--- src/verilog/nv_seq_consts.svh ---
/*
  Constants for the host-side command-series controller of a non-volatile SRAM.
  Assumes it is included by the package, the controller and the device model.
*/
// Operation
// Sixth read at restore code address starts a restore.
// Series is five prefix reads in fixed order, then the command address.
// Host keeps write strobe high through all six reads.
// Device restore clears SRAM, then copies non-volatile cells in.
// Device blocks reads and writes for the restore time.
// Restore leaves non-volatile cells unchanged.
// Only address bits 14 to 2 matter for series matching.
// Sixth read at disable code address turns off power-loss save.
// Sixth read at enable code address turns power-loss save back on.
// After changing power-loss save setting, a manual save must follow.
// Device ships with power-loss save on and all cells zero.
// Prefix reads return data; sixth read of save or restore floats outputs.
// Saves and writes are blocked while supply is low.
// Write active at power-up or after busy waits for post-busy hold time. Host and model hold only after a save or restore, not at power-up.
// Host issues every series as chip-select or output-enable controlled reads.
// Any other access aborts a partly entered series.
// A read is chip select and output enable low, write and busy high.
// Sixth read at save code address starts a save; busy line low until done.
// Mismatching read restarts the series and is rechecked as first step.
// Low supply is an input flag; restore and hold times are counts.
`ifndef NV_SEQ_CONSTS_SVH
`define NV_SEQ_CONSTS_SVH
`define NV_ADDR_W 18
`define NV_DATA_W 16
`define NV_PFX0 18'h04E38
`define NV_PFX1 18'h0B1C7
`define NV_PFX2 18'h083E0
`define NV_PFX3 18'h07C1F
`define NV_PFX4 18'h0703F
`define NV_CMD_SAVE 18'h08FC0
`define NV_CMD_RESTORE 18'h04C63
`define NV_CMD_PLS_OFF 18'h08B45
`define NV_CMD_PLS_ON 18'h04B46
`define NV_CMP_MASK 18'h07FFC
`define NV_CLK_PERIOD_NS 100
`define NV_ACCESS_NS 100
`define NV_ACCESS_CYC ((`NV_ACCESS_NS + `NV_CLK_PERIOD_NS - 1) / `NV_CLK_PERIOD_NS)
`define NV_RESTORE_NS 200000
`define NV_RESTORE_CYC ((`NV_RESTORE_NS + `NV_CLK_PERIOD_NS - 1) / `NV_CLK_PERIOD_NS)
`define NV_HOLD_NS 20000
`define NV_HOLD_CYC ((`NV_HOLD_NS + `NV_CLK_PERIOD_NS - 1) / `NV_CLK_PERIOD_NS)
`define NV_BUSY_TIMEOUT_CYC 100000
`endif

--- src/verilog/nv_seq_pkg.sv ---
/*
  Types for the command-series controller.
  Assumes the constants header is on the include path.
*/
`default_nettype none
`include "nv_seq_consts.svh"
package nv_seq_pkg;
  typedef enum logic [2:0] {
    CMD_SAVE = 3'h0,
    CMD_RESTORE = 3'h1,
    CMD_PLS_OFF = 3'h2,
    CMD_PLS_ON = 3'h3,
    CMD_READ = 3'h4,
    CMD_WRITE = 3'h5
  } cmd_e;
  typedef struct packed {
    logic cs_n;
    logic oe_n;
    logic we_n;
    logic upper_byte_lane_n;
    logic lower_byte_lane_n;
    logic [`NV_ADDR_W-1:0] addr;
  } mem_ctrl_s;
  typedef struct packed {
    cmd_e cmd;
    logic [`NV_ADDR_W-1:0] addr;
    logic [`NV_DATA_W-1:0] wdata;
  } host_req_s;
  typedef enum logic [6:0] {
    ST_IDLE = 7'h01,
    ST_ACC = 7'h02,
    ST_GAP = 7'h04,
    ST_BUSY_WAIT = 7'h08,
    ST_TIMED = 7'h10,
    ST_HOLD = 7'h20,
    ST_DONE = 7'h40
  } state_e;
endpackage : nv_seq_pkg
`default_nettype wire
--- src/verilog/nv_seq_host.sv ---
/*
  Host controller: runs plain reads and writes and six-read command series on a
  non-volatile SRAM. Assumes the memory pins are sampled on clk_sys_i (10 MHz).
*/
`timescale 1ns/1ns
`default_nettype none
`include "nv_seq_consts.svh"
module nv_seq_host #(
  parameter int RESTORE_CYC = `NV_RESTORE_CYC,
  parameter int HOLD_CYC = `NV_HOLD_CYC,
  parameter int BUSY_TIMEOUT = `NV_BUSY_TIMEOUT_CYC
) (
  input wire logic clk_sys_i,
  input wire logic reset_i,
  input wire logic clk_en_i,
  input wire logic req_valid_i,
  output logic req_ready_o,
  input wire nv_seq_pkg::host_req_s req_i,
  input wire logic low_supply_i,
  output logic done_o,
  output logic error_o,
  output logic [`NV_DATA_W-1:0] rdata_o,
  output nv_seq_pkg::mem_ctrl_s mem_o,
  output logic [`NV_DATA_W-1:0] dq_o,
  output logic dq_oe_o,
  input wire logic [`NV_DATA_W-1:0] dq_i,
  input wire logic store_busy_line_n_i,
  output logic store_busy_line_n_o,
  output logic store_busy_line_n_oe_o,
  output logic power_loss_save_o
);
  // ----------------------------------------------------------------
  // Input synchronisers
  // ----------------------------------------------------------------
  logic [1:0] busy_sync;
  logic busy_n;
  logic low_sync0;
  logic low_supply;
  logic [`NV_DATA_W-1:0] dq_s0;
  logic [`NV_DATA_W-1:0] dq_s1;
  always_ff @(posedge clk_sys_i) begin
    if (reset_i) begin
      busy_sync <= 2'h3;
      low_sync0 <= 1'b0;
      low_supply <= 1'b0;
      dq_s0 <= '0;
      dq_s1 <= '0;
    end else if (clk_en_i) begin
      busy_sync <= {busy_sync[0], store_busy_line_n_i};
      low_sync0 <= low_supply_i;
      low_supply <= low_sync0;
      dq_s0 <= dq_i;
      dq_s1 <= dq_s0;
    end
  end
  assign busy_n = busy_sync[1];

  // ----------------------------------------------------------------
  // Helpers
  // ----------------------------------------------------------------
  function automatic logic [`NV_ADDR_W-1:0] step_addr(input logic [2:0] idx,
                                                      input nv_seq_pkg::cmd_e cmd);
    case (idx)
      3'h0: step_addr = `NV_PFX0;
      3'h1: step_addr = `NV_PFX1;
      3'h2: step_addr = `NV_PFX2;
      3'h3: step_addr = `NV_PFX3;
      3'h4: step_addr = `NV_PFX4;
      default: begin
        case (cmd)
          nv_seq_pkg::CMD_SAVE: step_addr = `NV_CMD_SAVE;
          nv_seq_pkg::CMD_RESTORE: step_addr = `NV_CMD_RESTORE;
          nv_seq_pkg::CMD_PLS_OFF: step_addr = `NV_CMD_PLS_OFF;
          default: step_addr = `NV_CMD_PLS_ON;
        endcase
      end
    endcase
  endfunction : step_addr

  function automatic logic is_series(input nv_seq_pkg::cmd_e cmd);
    is_series = (cmd != nv_seq_pkg::CMD_READ) && (cmd != nv_seq_pkg::CMD_WRITE);
  endfunction : is_series

  // ----------------------------------------------------------------
  // Sequencer
  // ----------------------------------------------------------------
  localparam int CW = 32;
  nv_seq_pkg::state_e state, next_state;
  nv_seq_pkg::host_req_s cur, next_cur;
  logic [2:0] step, next_step;
  logic [CW-1:0] cnt, next_cnt;
  logic [`NV_ADDR_W-1:0] addr, next_addr;
  logic cs_n, next_cs_n;
  logic oe_n, next_oe_n;
  logic we_n, next_we_n;
  logic dq_oe, next_dq_oe;
  logic done, next_done;
  logic err, next_err;
  logic pls, next_pls;
  logic pls_dirty, next_pls_dirty;
  logic [`NV_DATA_W-1:0] rdata, next_rdata;
  logic is_wr;

  assign is_wr = (cur.cmd == nv_seq_pkg::CMD_WRITE);

  always_comb begin
    next_state = state;
    next_cur = cur;
    next_step = step;
    next_cnt = cnt;
    next_addr = addr;
    next_cs_n = cs_n;
    next_oe_n = oe_n;
    next_we_n = we_n;
    next_dq_oe = dq_oe;
    next_done = 1'b0;
    next_err = 1'b0;
    next_pls = pls;
    next_pls_dirty = pls_dirty;
    next_rdata = rdata;
    case (state)
      nv_seq_pkg::ST_IDLE: begin
        if (req_valid_i) begin
          next_cur = req_i;
          next_step = 3'h0;
          next_cnt = '0;
          if (req_i.cmd == nv_seq_pkg::CMD_WRITE && low_supply) begin
            next_err = 1'b1;
            next_done = 1'b1;
          end else if (req_i.cmd == nv_seq_pkg::CMD_SAVE && low_supply) begin
            next_err = 1'b1;
            next_done = 1'b1;
          end else begin
            next_state = nv_seq_pkg::ST_BUSY_WAIT;
          end
        end
      end
      nv_seq_pkg::ST_BUSY_WAIT: begin
        // Accesses only start with the busy line high
        if (busy_n) begin
          next_state = nv_seq_pkg::ST_ACC;
          next_cnt = '0;
          next_cs_n = 1'b0;
          next_we_n = ~is_wr;
          next_oe_n = is_wr;
          next_dq_oe = is_wr;
          next_addr = is_series(cur.cmd) ? step_addr(step, cur.cmd) : cur.addr;
        end
      end
      nv_seq_pkg::ST_ACC: begin
        next_cnt = cnt + CW'(1);
        // One extra cycle so the read word has crossed both sync flops
        if (cnt >= CW'(`NV_ACCESS_CYC + 1)) begin
          if (!is_wr && step != 3'h5) next_rdata = dq_s1;
          next_cs_n = 1'b1;
          next_oe_n = 1'b1;
          next_we_n = 1'b1;
          next_dq_oe = 1'b0;
          next_cnt = '0;
          next_state = nv_seq_pkg::ST_GAP;
        end
      end
      nv_seq_pkg::ST_GAP: begin
        // Series reads follow each other with nothing between
        if (is_series(cur.cmd) && step != 3'h5) begin
          next_step = step + 3'h1;
          next_state = nv_seq_pkg::ST_BUSY_WAIT;
        end else if (cur.cmd == nv_seq_pkg::CMD_SAVE) begin
          next_state = nv_seq_pkg::ST_TIMED;
          next_pls_dirty = 1'b0;
        end else if (cur.cmd == nv_seq_pkg::CMD_RESTORE) begin
          next_state = nv_seq_pkg::ST_TIMED;
        end else if (is_series(cur.cmd)) begin
          next_pls = (cur.cmd == nv_seq_pkg::CMD_PLS_ON);
          next_pls_dirty = 1'b1;
          next_state = nv_seq_pkg::ST_DONE;
        end else begin
          next_state = nv_seq_pkg::ST_DONE;
        end
      end
      nv_seq_pkg::ST_TIMED: begin
        next_cnt = cnt + CW'(1);
        if (cur.cmd == nv_seq_pkg::CMD_RESTORE ? cnt >= CW'(RESTORE_CYC) : (busy_n && cnt > CW'(4))) begin
          next_cnt = '0;
          next_state = nv_seq_pkg::ST_HOLD;
        end else if (cnt >= CW'(BUSY_TIMEOUT)) begin
          next_err = 1'b1;
          next_cnt = '0;
          next_state = nv_seq_pkg::ST_HOLD;
        end
      end
      nv_seq_pkg::ST_HOLD: begin
        next_cnt = cnt + CW'(1);
        if (cnt >= CW'(HOLD_CYC)) next_state = nv_seq_pkg::ST_DONE;
      end
      nv_seq_pkg::ST_DONE: begin
        next_done = 1'b1;
        next_state = nv_seq_pkg::ST_IDLE;
      end
      default: next_state = nv_seq_pkg::ST_IDLE;
    endcase
  end

  always_ff @(posedge clk_sys_i) begin
    if (reset_i) begin
      state <= nv_seq_pkg::ST_IDLE;
      cur <= '0;
      step <= 3'h0;
      cnt <= '0;
      addr <= '0;
      cs_n <= 1'b1;
      oe_n <= 1'b1;
      we_n <= 1'b1;
      dq_oe <= 1'b0;
      done <= 1'b0;
      err <= 1'b0;
      pls <= 1'b1;
      pls_dirty <= 1'b0;
      rdata <= '0;
    end else if (clk_en_i) begin
      state <= next_state;
      cur <= next_cur;
      step <= next_step;
      cnt <= next_cnt;
      addr <= next_addr;
      cs_n <= next_cs_n;
      oe_n <= next_oe_n;
      we_n <= next_we_n;
      dq_oe <= next_dq_oe;
      done <= next_done;
      err <= next_err;
      pls <= next_pls;
      pls_dirty <= next_pls_dirty;
      rdata <= next_rdata;
    end
  end

  // ----------------------------------------------------------------
  // Outputs
  // ----------------------------------------------------------------
  assign req_ready_o = (state == nv_seq_pkg::ST_IDLE);
  assign done_o = done;
  assign error_o = err;
  assign rdata_o = rdata;
  assign mem_o = '{cs_n: cs_n, oe_n: oe_n, we_n: we_n, upper_byte_lane_n: cs_n,
                   lower_byte_lane_n: cs_n, addr: addr};
  assign dq_o = cur.wdata;
  assign dq_oe_o = dq_oe;
  assign store_busy_line_n_o = 1'b0;
  assign store_busy_line_n_oe_o = 1'b0;
  assign power_loss_save_o = pls;

  // ----------------------------------------------------------------
  // Checks
  // ----------------------------------------------------------------
  a_series_we_high: assert property (@(posedge clk_sys_i) disable iff (reset_i)
    (!cs_n && is_series(cur.cmd)) |-> we_n && !oe_n)
    else $error("write strobe low during command series");
  a_write_not_low: assert property (@(posedge clk_sys_i) disable iff (reset_i)
    (state == nv_seq_pkg::ST_IDLE && req_valid_i && low_supply && req_i.cmd == nv_seq_pkg::CMD_WRITE && clk_en_i)
    |=> err && state == nv_seq_pkg::ST_IDLE)
    else $error("write issued under low supply");
  a_no_dq_on_read: assert property (@(posedge clk_sys_i) disable iff (reset_i)
    (!oe_n) |-> !dq_oe)
    else $error("host drives data during read");
  a_prefix_addr: assert property (@(posedge clk_sys_i) disable iff (reset_i)
    ($fell(cs_n) && is_series(cur.cmd) && step == 3'h0) |-> addr == `NV_PFX0)
    else $error("series does not start at first prefix");
  a_dirty_until_save: assert property (@(posedge clk_sys_i) disable iff (reset_i)
    (state == nv_seq_pkg::ST_GAP && step == 3'h5 && clk_en_i &&
     (cur.cmd == nv_seq_pkg::CMD_PLS_OFF || cur.cmd == nv_seq_pkg::CMD_PLS_ON)) |=> pls_dirty)
    else $error("setting change not marked for a later save");
endmodule : nv_seq_host
`default_nettype wire

--- config.mk ---
export PLATFORM = sky130hd
export DESIGN_NAME = nv_seq_host
export DESIGN_NICKNAME = d
export VERILOG_FILES = /design/src/verilog/nv_seq_pkg.sv /design/src/verilog/nv_seq_host.sv
export VERILOG_INCLUDE_DIRS = /design/src /design/src/verilog
export SDC_FILE = /design/constraint.sdc
export NUM_CORES = 1
export LEC_CHECK = 0
export ABC_AREA = 1
export ABC_CLOCK_PERIOD_IN_PS = 2940
export BUFFER_PORTS_ARGS = -buffer_cell sky130_fd_sc_hd__buf_2
export CORE_ASPECT_RATIO = 0.5
export CORE_UTILIZATION = 59
export CTS_CLUSTER_SIZE = 25
export DETAILED_ROUTE_END_ITERATION = 10
export PLACE_DENSITY_LB_ADDON = 0.05
export SKIP_LAST_GASP = 1
export SYNTH_ARGS = -nofsm -noshare
export SYNTH_HDL_FRONTEND = slang
export SYNTH_SLANG_ARGS = --single-unit
export TNS_END_PERCENT = 50
--- constraint.sdc ---
create_clock -name clk_sys_i -period 2.94 [get_ports clk_sys_i]
set_input_delay 0.441 -clock clk_sys_i [delete_from_list [all_inputs] [get_ports clk_sys_i]]
set_output_delay 0.441 -clock clk_sys_i [all_outputs]
set_load 0.01 [all_outputs]
Yosys cells after proc, flatten, opt, wreduce, memory -nomap -nowiden
Cells that the tools add are included.
{"block": "op_classes", "addsub": 2, "order_cmp": 5, "n_eq_ne": 27, "muxes": 41, "bitwise_logic": 4, "n_reduce_logical": 21}
{"operator": "32-bit 2-to-1 mux", "count": 5}
{"operator": "32-bit case mux with 5 select lines", "count": 1}
{"operator": "16-bit case mux with 5 select lines", "count": 1}
{"operator": "7-bit 2-to-1 mux", "count": 11}
{"operator": "16-bit case mux with 3 select lines", "count": 1}
{"operator": "7-bit case mux with 6 select lines", "count": 1}
{"operator": "32-bit by 1-bit adder with 32-bit output, second input constant", "count": 1}
{"operator": "32-bit by 11-bit >= comparator with 1-bit output, second input constant", "count": 1}
{"operator": "32-bit by 17-bit >= comparator with 1-bit output, second input constant", "count": 1}
{"operator": "32-bit by 2-bit >= comparator with 1-bit output, second input constant", "count": 1}
{"operator": "32-bit by 8-bit >= comparator with 1-bit output, second input constant", "count": 1}
{"operator": "32-bit by 3-bit greater-than comparator with 1-bit output, second input constant", "count": 1}
{"operator": "18-bit 2-to-1 mux", "count": 1}
{"operator": "4-bit AND reduction", "count": 4}
{"operator": "2-bit != test, second input constant", "count": 7}
{"operator": "3-bit by 2-bit equality test with 1-bit output, second input constant", "count": 4}
{"operator": "3-bit != test, second input constant", "count": 4}
{"operator": "1-bit case mux with 2 select lines", "count": 6}
{"operator": "1-bit 2-to-1 mux", "count": 11}
{"operator": "3-bit equality test, second input constant", "count": 3}
{"operator": "3-bit logical NOT", "count": 3}
{"operator": "8-bit AND reduction", "count": 1}
{"operator": "7-bit by 1-bit equality test with 1-bit output, second input constant", "count": 1}
{"operator": "7-bit by 2-bit equality test with 1-bit output, second input constant", "count": 1}
{"operator": "other kinds (16)", "count": 28}
{"block": "word_totals", "reg_bits": 156, "out_inout_bits": 62, "word_cells": 120}

Depth between registers and ports, before layout
Gate-level depths: netlist of run 1.
{"block": "logic_depth", "depth_word": 6, "depth_mapped": 13, "depth_no_buf": 12}

Worst setup path after synthesis of run 1
Ideal clock, no wire load.
{"block": "synth_timing", "kind": "reg-to-reg", "from": "register cnt[1]", "to": "register cnt[20]", "setup_time_ns": 0.132, "arrival_ns": 1.537, "required_time_ns": 2.808, "setup_slack_ns": 1.270, "path_stages_with_launch": 10, "cell_sequence": "dfxtp_1 ha_1 nand2_1 nor2_1 inv_1 nor2_2 nand4_1 or2_2 nand4_1 a21oi_1"}
{"block": "synth_between", "elab_chain_cells": 5, "word_cells_on_any_way": 11, "classes_between": "1 x add/sub; 4 x order compare; 5 x mux; 1 x reduce/logical"}
{"element": "start: declaration", "line_no": "nv_seq_host.sv:91", "rtl": "logic [CW-1:0] cnt, next_cnt;"}
{"element": "start signal: assignment", "line_no": "nv_seq_host.sv:224", "rtl": "cnt <= next_cnt;"}
{"element": "32-bit by 3-bit greater-than comparator with 1-bit output", "line_no": "nv_seq_host.sv:183", "rtl": "if (cur.cmd == nv_seq_pkg::CMD_RESTORE ? cnt >= CW'(RESTORE_CYC) : (busy_n && cnt > CW'(4))) begin"}
{"element": "1-bit logical AND", "line_no": "nv_seq_host.sv:183"}
{"element": "1-bit 2-to-1 mux", "line_no": "nv_seq_host.sv:183"}
{"element": "32-bit 2-to-1 mux", "line_no": "nv_seq_host.sv:183"}
{"element": "32-bit case mux with 5 select lines *", "line_no": "nv_seq_host.sv:121", "rtl": "case (state)"}
Every way passes the cells marked *; elsewhere a longest branch is shown, timed or not.
A chain may end at the register's enable or synchronous reset.

Final worst setup path of run 1
{"block": "layout_timing", "from": "register cnt[11]", "to": "register rdata[11] (netlist: rdata_o[11])"}
{"block": "layout_between", "elab_chain_cells": 2}
{"element": "32-bit by 2-bit >= comparator with 1-bit output", "line_no": "nv_seq_host.sv:153", "rtl": "if (cnt >= CW'(`NV_ACCESS_CYC + 1)) begin"}
{"element": "4-bit AND reduction (no line)"}
{"element": "end signal: assignment", "line_no": "nv_seq_host.sv:234", "rtl": "rdata <= next_rdata;"}
{"element": "end: declaration", "line_no": "nv_seq_host.sv:101", "rtl": "logic [`NV_DATA_W-1:0] rdata, next_rdata;"}
Every way passes these cells.

==> results of run 1 <==
[per-stage QoR]
stage	util	std cells	total power [uW]	hold slack, ns
after detailed placement	0.660	1335	3090	0.452
after global placement	0.660	1335	3080	0.443
after floorplan	-	1118	2910	0.429
after CTS	0.711	1367	5400	0.246
final	0.711	1367	5400	0.245
after global routing	0.711	1367	5620	0.244
[power groups by stage]
stage,Combinational [uW],Sequential (uW),Clock [uW]
after CTS,766,2280,2350
after floorplan,594,2310,0
after global placement,749,2330,0
final,772,2280,2350
after detailed placement,759,2330,0
after global routing,864,2300,2460
[logic make-up (layout without fill, tap and decap cells)]
group | Yosys count | count (layout)
xor+xnor | 16 | 16
flops | 156 | 156
buf+inv | 166 | 250
other cells | 1 | 2
simple gates | 562 | 562
fa+ha+maj | 8 | 8
compound gates | 208 | 208
[worst register-to-register path, cell delays in order (launching register included)]
cell and delay, ns:
dfxtp_1 0.38, nor2_1 0.14, nand2_1 0.09, nor2_1 0.19, nand2_1 0.10, nor2_1 0.24
nand2_1 0.10, nand2_1 0.48, inv_2 0.27, nor2_1 0.16, nor2_1 0.06
[synthesized netlist by cell type, types with 12 or more instances]
library cell and count:
nand2_1 250, nor2_1 207, dfxtp_1 156, a21oi_1 111
inv_1 81, o21ai_0 67, nand3_1 45, clkbuf_1 25
buf_4 23, nand4_1 18, buf_2 15, nor3_1 15
o21ai_1 12
[flip-flops by register name, indices dropped and copies added (netlist names), 3 cells and up]
| register | count |
|---|---|
| cnt | 32 |
| cur | 21 |
| addr | 18 |
| dq_o | 16 |
| dq_s0 | 16 |
| dq_s1 | 16 |
| rdata_o | 16 |
| state | 7 |
| step | 3 |
[per-layer routing]
metal | up-vias | share of wire | wire length, microns | track usage
li1 | 3718 | - | - | -
met1 | 3300 | 0.49 | 9270 | 0.393
met2 | 204 | 0.44 | 8300 | 0.462
met3 | 17 | 0.058 | 1090 | 0.0564
met4 | 0 | 0.0068 | 128 | 0.0623
met5 | - | 0 | 0 | 0
[cell type report]
type / count / area [sq um] / area share
clock buffer: 17 / 425 / 0.0492
clock inverter: 15 / 198 / 0.0229
inverter: 92 / 345 / 0.0399
multi-input combinational: 796 / 3700 / 0.428
sequential: 156 / 3120 / 0.361
tap: 165 / 206 / 0.0239
timing repair buffer: 126 / 651 / 0.0752
[final timing paths]
| kind | startpoint | endpoint | slack (ns) | cells after the start |
|---|---|---|---|---|
| setup / recovery | cnt[11]$_SDFFE_PP0P_ | rdata_o[11]$_SDFFE_PP0P_ | 0.61 | 10 |
| hold / removal | dq_i[15] | dq_s0[15]$_SDFFE_PP0P_ | 0.25 | 3 |
| setup reg to reg | cnt[11]$_SDFFE_PP0P_ | rdata_o[11]$_SDFFE_PP0P_ | 0.61 | 10 |
| hold reg to reg | dq_oe_o$_SDFFE_PP0P_ | dq_oe_o$_SDFFE_PP0P_ | 0.46 | 2 |
==> summary.txt, run 1 <==
largest family of logic cells by synthesized area -> simple AND/OR/NAND/NOR gates
Synth Area per Inst -> 6.79 sq um
dpl ws -> 0.725 ns
pin count of the biggest net entering global routing -> 79
CP most frequent cell -> nor2_1
fin nets -> 1256
CP Max Fanout -> 17
sequential share of the synthesized area -> 0.412
#FFs+latches synth -> 156
clock network power share -> 0.434
Post-Route Setup TNS -> 0 ns
Worst-Skew Late Latency -> 0.43 ns
post-synth top area share -> 0.412
Via Count -> 7239
share of post-route cells with drive strength above 1 -> 0.161
Final period util -> 0.791
first-pass GRT wire length -> 30500 microns
crit path kind -> flip-flop to flip-flop
Slew HR -> 0.422
gpl congestion -> 0.946
critical path arrival -> 2.64 ns
Synth area leader -> dfxtp_1
post-synthesis compound-gate area fraction -> 0.144
CTS sink cnt -> 156
1st-iter DRT viols -> 734
Sw Share -> 0.292
Final Max Tran Viols -> 0
max-cap violation count -> 0
asr flop ratio synth -> 0
Die Ht -> 82.2 microns
Via-to-Cell Ratio -> 5.30
GRT Residual Overflow -> 0
cells along the critical path -> nor2_1 > nand2_1 > nor2_1 > nand2_1 > nor2_1 > nand2_1 > nand2_1 > inv_2 > nor2_1 > nor2_1
delay-heaviest family, CP -> simple AND/OR/NAND/NOR gates
CP startpoint kind -> flip-flop
CP required -> 3.25 ns
Max Fclk -> 430 MHz
vias in the first global route -> 6384
Hold Vio Cnt, Final -> 0
core area -> 0.0122 sq mm
GRT Util Overall -> 0.284
Adder-Cell Fraction of Synth Area -> 0.0132
Reg power frac -> 0.423
synth top area cells -> dfxtp_1 41%, nand2_1 12%, nor2_1 10%
io pins -> 121
DP Wirelength -> 12800 microns
Net Sw Power -> 1580 uW
number of iterations in the first detailed-routing pass -> 5
Worst-path clk slew -> 0.07 ns
CTS Hold Bufs -> 0
Max VDD drop -> 350 uV
Simple-Gate Fraction of Synth Area -> 0.311
most used flip-flop cell after synthesis -> dfxtp_1
CTS buffer count -> 17
fillers -> 1075
Tmin final -> 2.33 ns
wire length per cell -> 13.7 microns
number of setup violations in the final report -> 0
commonest non-fill, non-tap cell in the layout -> nand2_1
Post-DP Area -> 0.00802 sq mm
PwrDens -> 625 mW/mm^2
CP max stage cell -> nand2_1
Post-CTS Setup Inserts -> 0
port bufs -> 118
final worst slack -> 0.615 ns
synth warn -> 0
clock skew -> 0.0152 ns
CTS tree -> done
Initial Utilization -> 0.624
most frequent cells in the layout -> 250 x nand2_1, 207 x nor2_1, 156 x dfxtp_1, 118 x buf_2, 111 x a21oi_1
diode count -> 0
combinational share of power -> 0.143
status -> complete, no violations
cell count after synthesis -> 1117
EDFF count, synth -> 0
CTS Buffer Depth -> 2
drt drc -> 0
overall routed net length -> 18800 microns
Buf/Inv on CP -> 1
Hold Crit Class -> input port to flip-flop
CP max stage delay -> 0.48 ns
synthesis-to-layout area growth -> 14.0%
worst slew pin tran -> 0.867 ns
Worst Setup End Kind -> flip-flop
RSZ-0062 raised after global routing -> no
Routed Antenna Nets -> 0
htree depth -> 4
initial antenna violation count -> 0
Leakage -> 0.00369 uW
post-synthesis mux area share -> 0
synthesized area -> 0.00758 sq mm
Die X -> 162 microns
post-cts sizing count -> 0
internal power -> 3820 uW
full die area -> 0.0133 sq mm
Post-Synth XOR/XNOR Area -> 0.0185
Clock Root Buffer -> clkbuf_16
fin area -> 0.00865 sq mm
synth unique cells -> 39
row count -> 28
No activity file was read; power rests on OpenSTA's default activity.
==> run 2: changes to the inputs <==
--- a/config.mk
+++ b/config.mk
@@ -7,10 +7,10 @@
 export NUM_CORES = 1
 export LEC_CHECK = 0
 export ABC_AREA = 1
-export ABC_CLOCK_PERIOD_IN_PS = 2940
+export ABC_CLOCK_PERIOD_IN_PS = 2200
 export BUFFER_PORTS_ARGS = -buffer_cell sky130_fd_sc_hd__buf_2
 export CORE_ASPECT_RATIO = 0.5
-export CORE_UTILIZATION = 59
+export CORE_UTILIZATION = 57
 export CTS_CLUSTER_SIZE = 25
 export DETAILED_ROUTE_END_ITERATION = 10
 export PLACE_DENSITY_LB_ADDON = 0.05
==> constraint.sdc (replaced) <==
create_clock -name clk_sys_i -period 2.2 [get_ports clk_sys_i]
set_input_delay 0.33 -clock clk_sys_i [delete_from_list [all_inputs] [get_ports clk_sys_i]]
set_output_delay 0.33 -clock clk_sys_i [all_outputs]
set_load 0.01 [all_outputs]
==> summary.txt, run 2 (synthesis gave the netlist of run 1 again) <==
status -> complete, no violations (unchanged)
1st-iter DRT viols -> 595 (was 734)
Finished Layout Cells -> 1382 (was 1367)
CP max stage cell -> dfxtp_1 (was nand2_1)
gpl congestion -> 0.969 (was 0.946)
cells along the critical path -> nor2_1 > nand2_1 > nor2_1 > nand2_1 > nor2_1 > nand2_1 > nand2_1 > inv_2 > nor2_1 > nor2_1 (unchanged)
Largest regs -> cnt (32), cur (21), addr (18) (unchanged)
first-pass GRT wire length -> 31400 microns (was 30500 microns)
Worst-Skew Late Latency -> 0.42 ns (was 0.43 ns)
GRT Residual Overflow -> 0 (unchanged)
Leakage -> 0.00372 uW (was 0.00369 uW)
Die Ht -> 83.6 microns (was 82.2 microns)
CTS Hold Bufs -> 0 (unchanged)
CTS tree -> done (unchanged)
full die area -> 0.0138 sq mm (was 0.0133 sq mm)
Slew HR -> 0.419 (was 0.422)
WHS Path Cells -> 3 (unchanged)
wire length per cell -> 13.8 microns (was 13.7 microns)
critical path arrival -> 2.37 ns (was 2.64 ns)
CP required -> 2.51 ns (was 3.25 ns)
Hold Vio Cnt, Final -> 0 (unchanged)
fillers -> 1147 (was 1075)
R2R depth -> 10 (unchanged)
CP max stage delay -> 0.37 ns (was 0.48 ns)
initial antenna violation count -> 0 (unchanged)
FF-to-FF setup slack -> 0.14 ns (was 0.61 ns)
Via Count -> 7290 (was 7239)
post-cts sizing count -> 0 (unchanged)
number of iterations in the first detailed-routing pass -> 5 (unchanged)
row count -> 29 (was 28)
Worst-path clk slew -> 0.07 ns (about the same)
most frequent cells in the layout -> 250 x nand2_1, 207 x nor2_1, 156 x dfxtp_1, 118 x buf_2, 111 x a21oi_1 (unchanged)
PwrDens -> 808 mW/mm^2 (was 625 mW/mm^2)
share of post-route cells with drive strength above 1 -> 0.167 (was 0.161)
Power Total -> 7040 uW (was 5400 uW)
vias in the first global route -> 6532 (was 6384)
Post-Route Setup TNS -> 0 ns (unchanged)
Largest Register -> cnt (unchanged)
port bufs -> 118 (unchanged)
CTS sink cnt -> 156 (unchanged)
Max VDD drop -> 495 uV (was 350 uV)
Initial Utilization -> 0.592 (was 0.624)
CP startpoint kind -> flip-flop (unchanged)
fin nets -> 1266 (was 1256)
CTS Buffer Depth -> 2 (unchanged)
overall routed net length -> 19000 microns (was 18800 microns)
Final period util -> 0.937 (was 0.791)
core area -> 0.0128 sq mm (was 0.0122 sq mm)
RSZ-0062 raised after global routing -> no (unchanged)
pin count of the biggest net entering global routing -> 79 (unchanged)
diode count -> 0 (unchanged)
drt drc -> 0 (unchanged)
final worst slack -> 0.139 ns (was 0.615 ns)
Post-CTS Setup Inserts -> 0 (unchanged)
clock skew -> 0.00922 ns (was 0.0152 ns)
CP Max Fanout -> 16 (was 17)
Max Fclk -> 485 MHz (was 430 MHz)
Final Max Tran Viols -> 0 (unchanged)
worst slew pin tran -> 0.871 ns (was 0.867 ns)
number of setup violations in the final report -> 0 (unchanged)
CTS buffer count -> 17 (unchanged)
htree depth -> 4 (unchanged)
Clock Root Buffer -> clkbuf_16 (unchanged)
Tmin final -> 2.06 ns (was 2.33 ns)
CP most frequent cell -> nor2_1 (unchanged)
dpl ws -> 0.262 ns (was 0.725 ns)
GRT Util Overall -> 0.284 (about the same)
DP Wirelength -> 13100 microns (was 12800 microns)
Worst Setup End Kind -> flip-flop (unchanged)
commonest non-fill, non-tap cell in the layout -> nand2_1 (unchanged)
Die X -> 165 microns (was 162 microns)
crit path kind -> flip-flop to flip-flop (unchanged)
Hold Crit Class -> input port to flip-flop (unchanged)
Cells after DPL -> 1350 (was 1335)
io pins -> 121 (unchanged)
synthesis-to-layout area growth -> 14.9% (was 14.0%)
Routed Antenna Nets -> 0 (unchanged)
max-cap violation count -> 0 (unchanged)
Via-to-Cell Ratio -> 5.27 (was 5.30)
max FFs per register -> 32 (unchanged)
==> run 2: changes by cell type in the layout (fill, tap and decap cells not counted), sizes merged <==
cell,before,now
buf,126,136
bufinv,3,1
clkbuf,17,18
clkinv,5,6
clkinvlp,1,2
inv,98,97
==> run 2: path summary, 6_finish.rpt <==
path / start / endpoint
max: cnt[19]$_SDFFE_PP0P_ / rdata_o[13]$_SDFFE_PP0P_
min reg2reg: cur[27]$_SDFFE_PP0P_ / cur[27]$_SDFFE_PP0P_
max reg2reg: cnt[19]$_SDFFE_PP0P_ / rdata_o[13]$_SDFFE_PP0P_
min: dq_i[2] / dq_s0[2]$_SDFFE_PP0P_
==> run 2: layout make-up <==
cell class,instances,area [sq um],area share
Clock buffer,18,429,0.0493
Clock inverter,14,153,0.0175
Inverter,92,345,0.0396
Multi-Input combinational cell,796,3700,0.425
Sequential cell,156,3120,0.358
Tap cell,170,213,0.0244
Timing Repair Buffer,136,751,0.0862
==> run 2: critical path: cells and delay by family, from the launching register on <==
family,cells,cell delay (ns)
buffers and inverters,1,0.21
DFF,1,0.37
and+or+nand+nor,9,1.36
==> run 2: layer usage <==
metal  part of all wire  GRT usage  up-vias
met5                  0          0        -
met4              0.011     0.0792        0
met3              0.056     0.0512       21
met2               0.45      0.449      230
met1               0.49      0.394     3301
li1                   -          -     3738
==> run 2: stage by stage <==
| step | hold slack (ns) | area, sq um | utilization |
|---|---|---|---|
| 4_1_cts | 0.124 | 8710 | 0.680 |
| 2_1_floorplan | 0.429 | 7590 | - |
| 6_report | 0.130 | 8710 | 0.680 |
| 3_5_place_dp | 0.448 | 8130 | 0.635 |
| 3_3_place_gp | 0.446 | 8130 | 0.635 |
| 5_1_grt | 0.135 | 8710 | 0.680 |
==> run 2: power by group <==
group          leakage (uW)  switching [uW]  internal (uW)
combinational       0.00217             718            357
sequential          0.00127            91.4           2960
clock              0.000280            1310           1610
total               0.00372            2110           4920
==> run 3: changes to the inputs <==
--- a/config.mk
+++ b/config.mk
@@ -10,7 +10,8 @@
 export ABC_CLOCK_PERIOD_IN_PS = 2200
 export BUFFER_PORTS_ARGS = -buffer_cell sky130_fd_sc_hd__buf_2
 export CORE_ASPECT_RATIO = 0.5
-export CORE_UTILIZATION = 57
+export CORE_UTILIZATION = 41
+export CTS_BUF_LIST = sky130_fd_sc_hd__clkbuf_8
 export CTS_CLUSTER_SIZE = 25
 export DETAILED_ROUTE_END_ITERATION = 10
 export PLACE_DENSITY_LB_ADDON = 0.05
@@ -18,4 +19,4 @@
 export SYNTH_ARGS = -nofsm -noshare
 export SYNTH_HDL_FRONTEND = slang
 export SYNTH_SLANG_ARGS = --single-unit
-export TNS_END_PERCENT = 50
+export TNS_END_PERCENT = 1
==> summary.txt, run 3 (synthesis gave the netlist of run 1 again) <==
CP required -> 2.51 ns (about the same)
critical path arrival -> 2.33 ns (was 2.37 ns)
CTS Hold Bufs -> 0 (unchanged)
max-cap violation count -> 0 (unchanged)
crit path kind -> flip-flop to flip-flop (unchanged)
DR WL met3 -> 763 microns (was 1060 microns)
fin nets -> 1267 (was 1266)
CP startpoint kind -> flip-flop (unchanged)
Leakage -> 0.00363 uW (was 0.00372 uW)
Max VDD drop -> 419 uV (was 495 uV)
number of setup violations in the final report -> 0 (unchanged)
core area -> 0.0177 sq mm (was 0.0128 sq mm)
combinational share of power -> 0.171 (was 0.153)
Post-CTS Setup Inserts -> 0 (unchanged)
internal power -> 4130 uW (was 4920 uW)
gpl congestion -> 0.927 (was 0.969)
most frequent cells in the layout -> 250 x nand2_1, 207 x nor2_1, 156 x dfxtp_1, 118 x buf_2, 111 x a21oi_1 (unchanged)
initial antenna violation count -> 0 (unchanged)
CTS Buffer Depth -> 2 (unchanged)
Routed Antenna Nets -> 0 (unchanged)
synthesis-to-layout area growth -> 12.9% (was 14.9%)
Die X -> 194 microns (was 165 microns)
CTS tree -> done (unchanged)
cells along the critical path -> ha_1 > nand2_1 > nor2_1 > nand3_1 > nor2_1 > nand3_1 > nand3_1 > nor2_1 > a21oi_1 > nor2_1 (was nor2_1 > nand2_1 > nor2_1 > nand2_1 > nor2_1 > nand2_1 > nand2_1 > inv_2 > nor2_1 > nor2_1)
full die area -> 0.0191 sq mm (was 0.0138 sq mm)
Buf/Inv on CP -> 0 (was 1)
Max Fclk -> 496 MHz (was 485 MHz)
Worst-path clk slew -> 0.09 ns (was 0.07 ns)
CP Max Fanout -> 6 (was 16)
htree depth -> 4 (unchanged)
GRT Util Overall -> 0.219 (was 0.284)
CP max stage delay -> 0.45 ns (was 0.37 ns)
fillers -> 1909 (was 1147)
RSZ-0062 raised after global routing -> no (unchanged)
CTS sink cnt -> 156 (unchanged)
Via Count -> 7120 (was 7290)
Largest Register -> cnt (unchanged)
Net Sw Power -> 2040 uW (was 2110 uW)
clock skew -> 0.0172 ns (was 0.00922 ns)
max FFs per register -> 32 (unchanged)
drt drc -> 0 (unchanged)
Slew HR -> 0.421 (was 0.419)
Final Max Tran Viols -> 0 (unchanged)
worst slew pin tran -> 0.868 ns (was 0.871 ns)
pin count of the biggest net entering global routing -> 79 (unchanged)
CP max stage cell -> dfxtp_1 (unchanged)
Final period util -> 0.916 (was 0.937)
GRT Residual Overflow -> 0 (unchanged)
Worst Setup End Kind -> flip-flop (unchanged)
Initial Utilization -> 0.427 (was 0.592)
Worst-Skew Late Latency -> 0.46 ns (was 0.42 ns)
diode count -> 0 (unchanged)
Reg power frac -> 0.494 (was 0.434)
port bufs -> 118 (unchanged)
CP most frequent cell -> nor2_1 (unchanged)
number of iterations in the first detailed-routing pass -> 4 (was 5)
io pins -> 121 (unchanged)
met2 wire length -> 8700 microns (was 8500 microns)
1st-iter DRT viols -> 353 (was 595)
PwrDens -> 721 mW/mm^2 (was 808 mW/mm^2)
vias in the first global route -> 6705 (was 6532)
Via-to-Cell Ratio -> 4.92 (was 5.27)
DP Wirelength -> 14400 microns (was 13100 microns)
Clock Root Buffer -> clkbuf_8 (was clkbuf_16)
status -> complete, no violations (unchanged)
max layer used -> met4 (unchanged)
overall routed net length -> 20100 microns (was 19000 microns)
Hold Slack -> 0.0969 ns (was 0.130 ns)
row count -> 34 (was 29)
Hold Crit Class -> input port to flip-flop (unchanged)
Metal-1 WL -> 10400 microns (was 9280 microns)
share of post-route cells with drive strength above 1 -> 0.168 (was 0.167)
first-pass GRT wire length -> 33600 microns (was 31400 microns)
Die Ht -> 98.2 microns (was 83.6 microns)
post-cts sizing count -> 0 (unchanged)
clock network power share -> 0.334 (was 0.414)
commonest non-fill, non-tap cell in the layout -> nand2_1 (unchanged)
Hold Vio Cnt, Final -> 0 (unchanged)
delay-heaviest family, CP -> simple AND/OR/NAND/NOR gates (unchanged)
Largest regs -> cnt (32), cur (21), addr (18) (unchanged)
Sw Share -> 0.330 (was 0.300)
Post-Route Setup TNS -> 0 ns (unchanged)
Tmin final -> 2.02 ns (was 2.06 ns)
CTS buffer count -> 17 (unchanged)
wire length per cell -> 13.9 microns (was 13.8 microns)
[run 3: layer usage]
metal	track usage	up-vias
met2	0.349	120
met3	0.0397	23
met4	0.0659	0
met5	0	-
met1	0.301	3235
li1	-	3742
[run 3: per-stage QoR]
stage	utilization	std cells	worst slack, ns	instance area (sq um)	power, uW
floorplan	-	1118	0.530	7590	3890
global route	0.483	1447	0.0122	8560	6530
CTS	0.483	1447	0.181	8560	6240
global placement	0.463	1415	0.226	8210	4160
detailed placement	0.463	1415	0.197	8210	4170
finish	0.483	1447	0.184	8560	6170
[run 3: power by group through the flow]
stage / Combinational [uW] / Clock (uW) / Sequential [uW]
2_1_floorplan: 794 / 0 / 3090
3_3_place_gp: 1050 / 0 / 3110
3_5_place_dp: 1060 / 0 / 3110
4_1_cts: 1060 / 2120 / 3050
5_1_grt: 1200 / 2260 / 3070
6_report: 1060 / 2060 / 3050
[run 3: worst reg2reg max path: cells and delay by family (launching register included)]
family	cells	cell delay, ns
fa+ha+maj	1	0.25
compound gates	1	0.11
simple gates	8	1.07
flops	1	0.45
[run 3: area by class of cell]
type                            instances  area [sq um]  share of cell area
Multi-Input combinational cell        796          3700               0.432
Clock inverter                         14           106              0.0124
Sequential cell                       156          3120               0.365
Inverter                               92           345              0.0403
Timing Repair Buffer                  137           746              0.0871
Clock buffer                           18           248              0.0289
Tap cell                              234           293              0.0342
[run 3: worst paths after layout]
check                            start                    end  slack (ns)  cells past startpoint
setup / recovery   cnt[1]$_SDFFE_PP0P_   cnt[22]$_SDFFE_PP0P_        0.18                     10
hold reg to reg   cur[23]$_SDFFE_PP0P_   cur[23]$_SDFFE_PP0P_        0.47                      2
hold / removal                 dq_i[1]  dq_s0[1]$_SDFFE_PP0P_         0.1                      3
setup reg to reg   cnt[1]$_SDFFE_PP0P_   cnt[22]$_SDFFE_PP0P_        0.18                     10
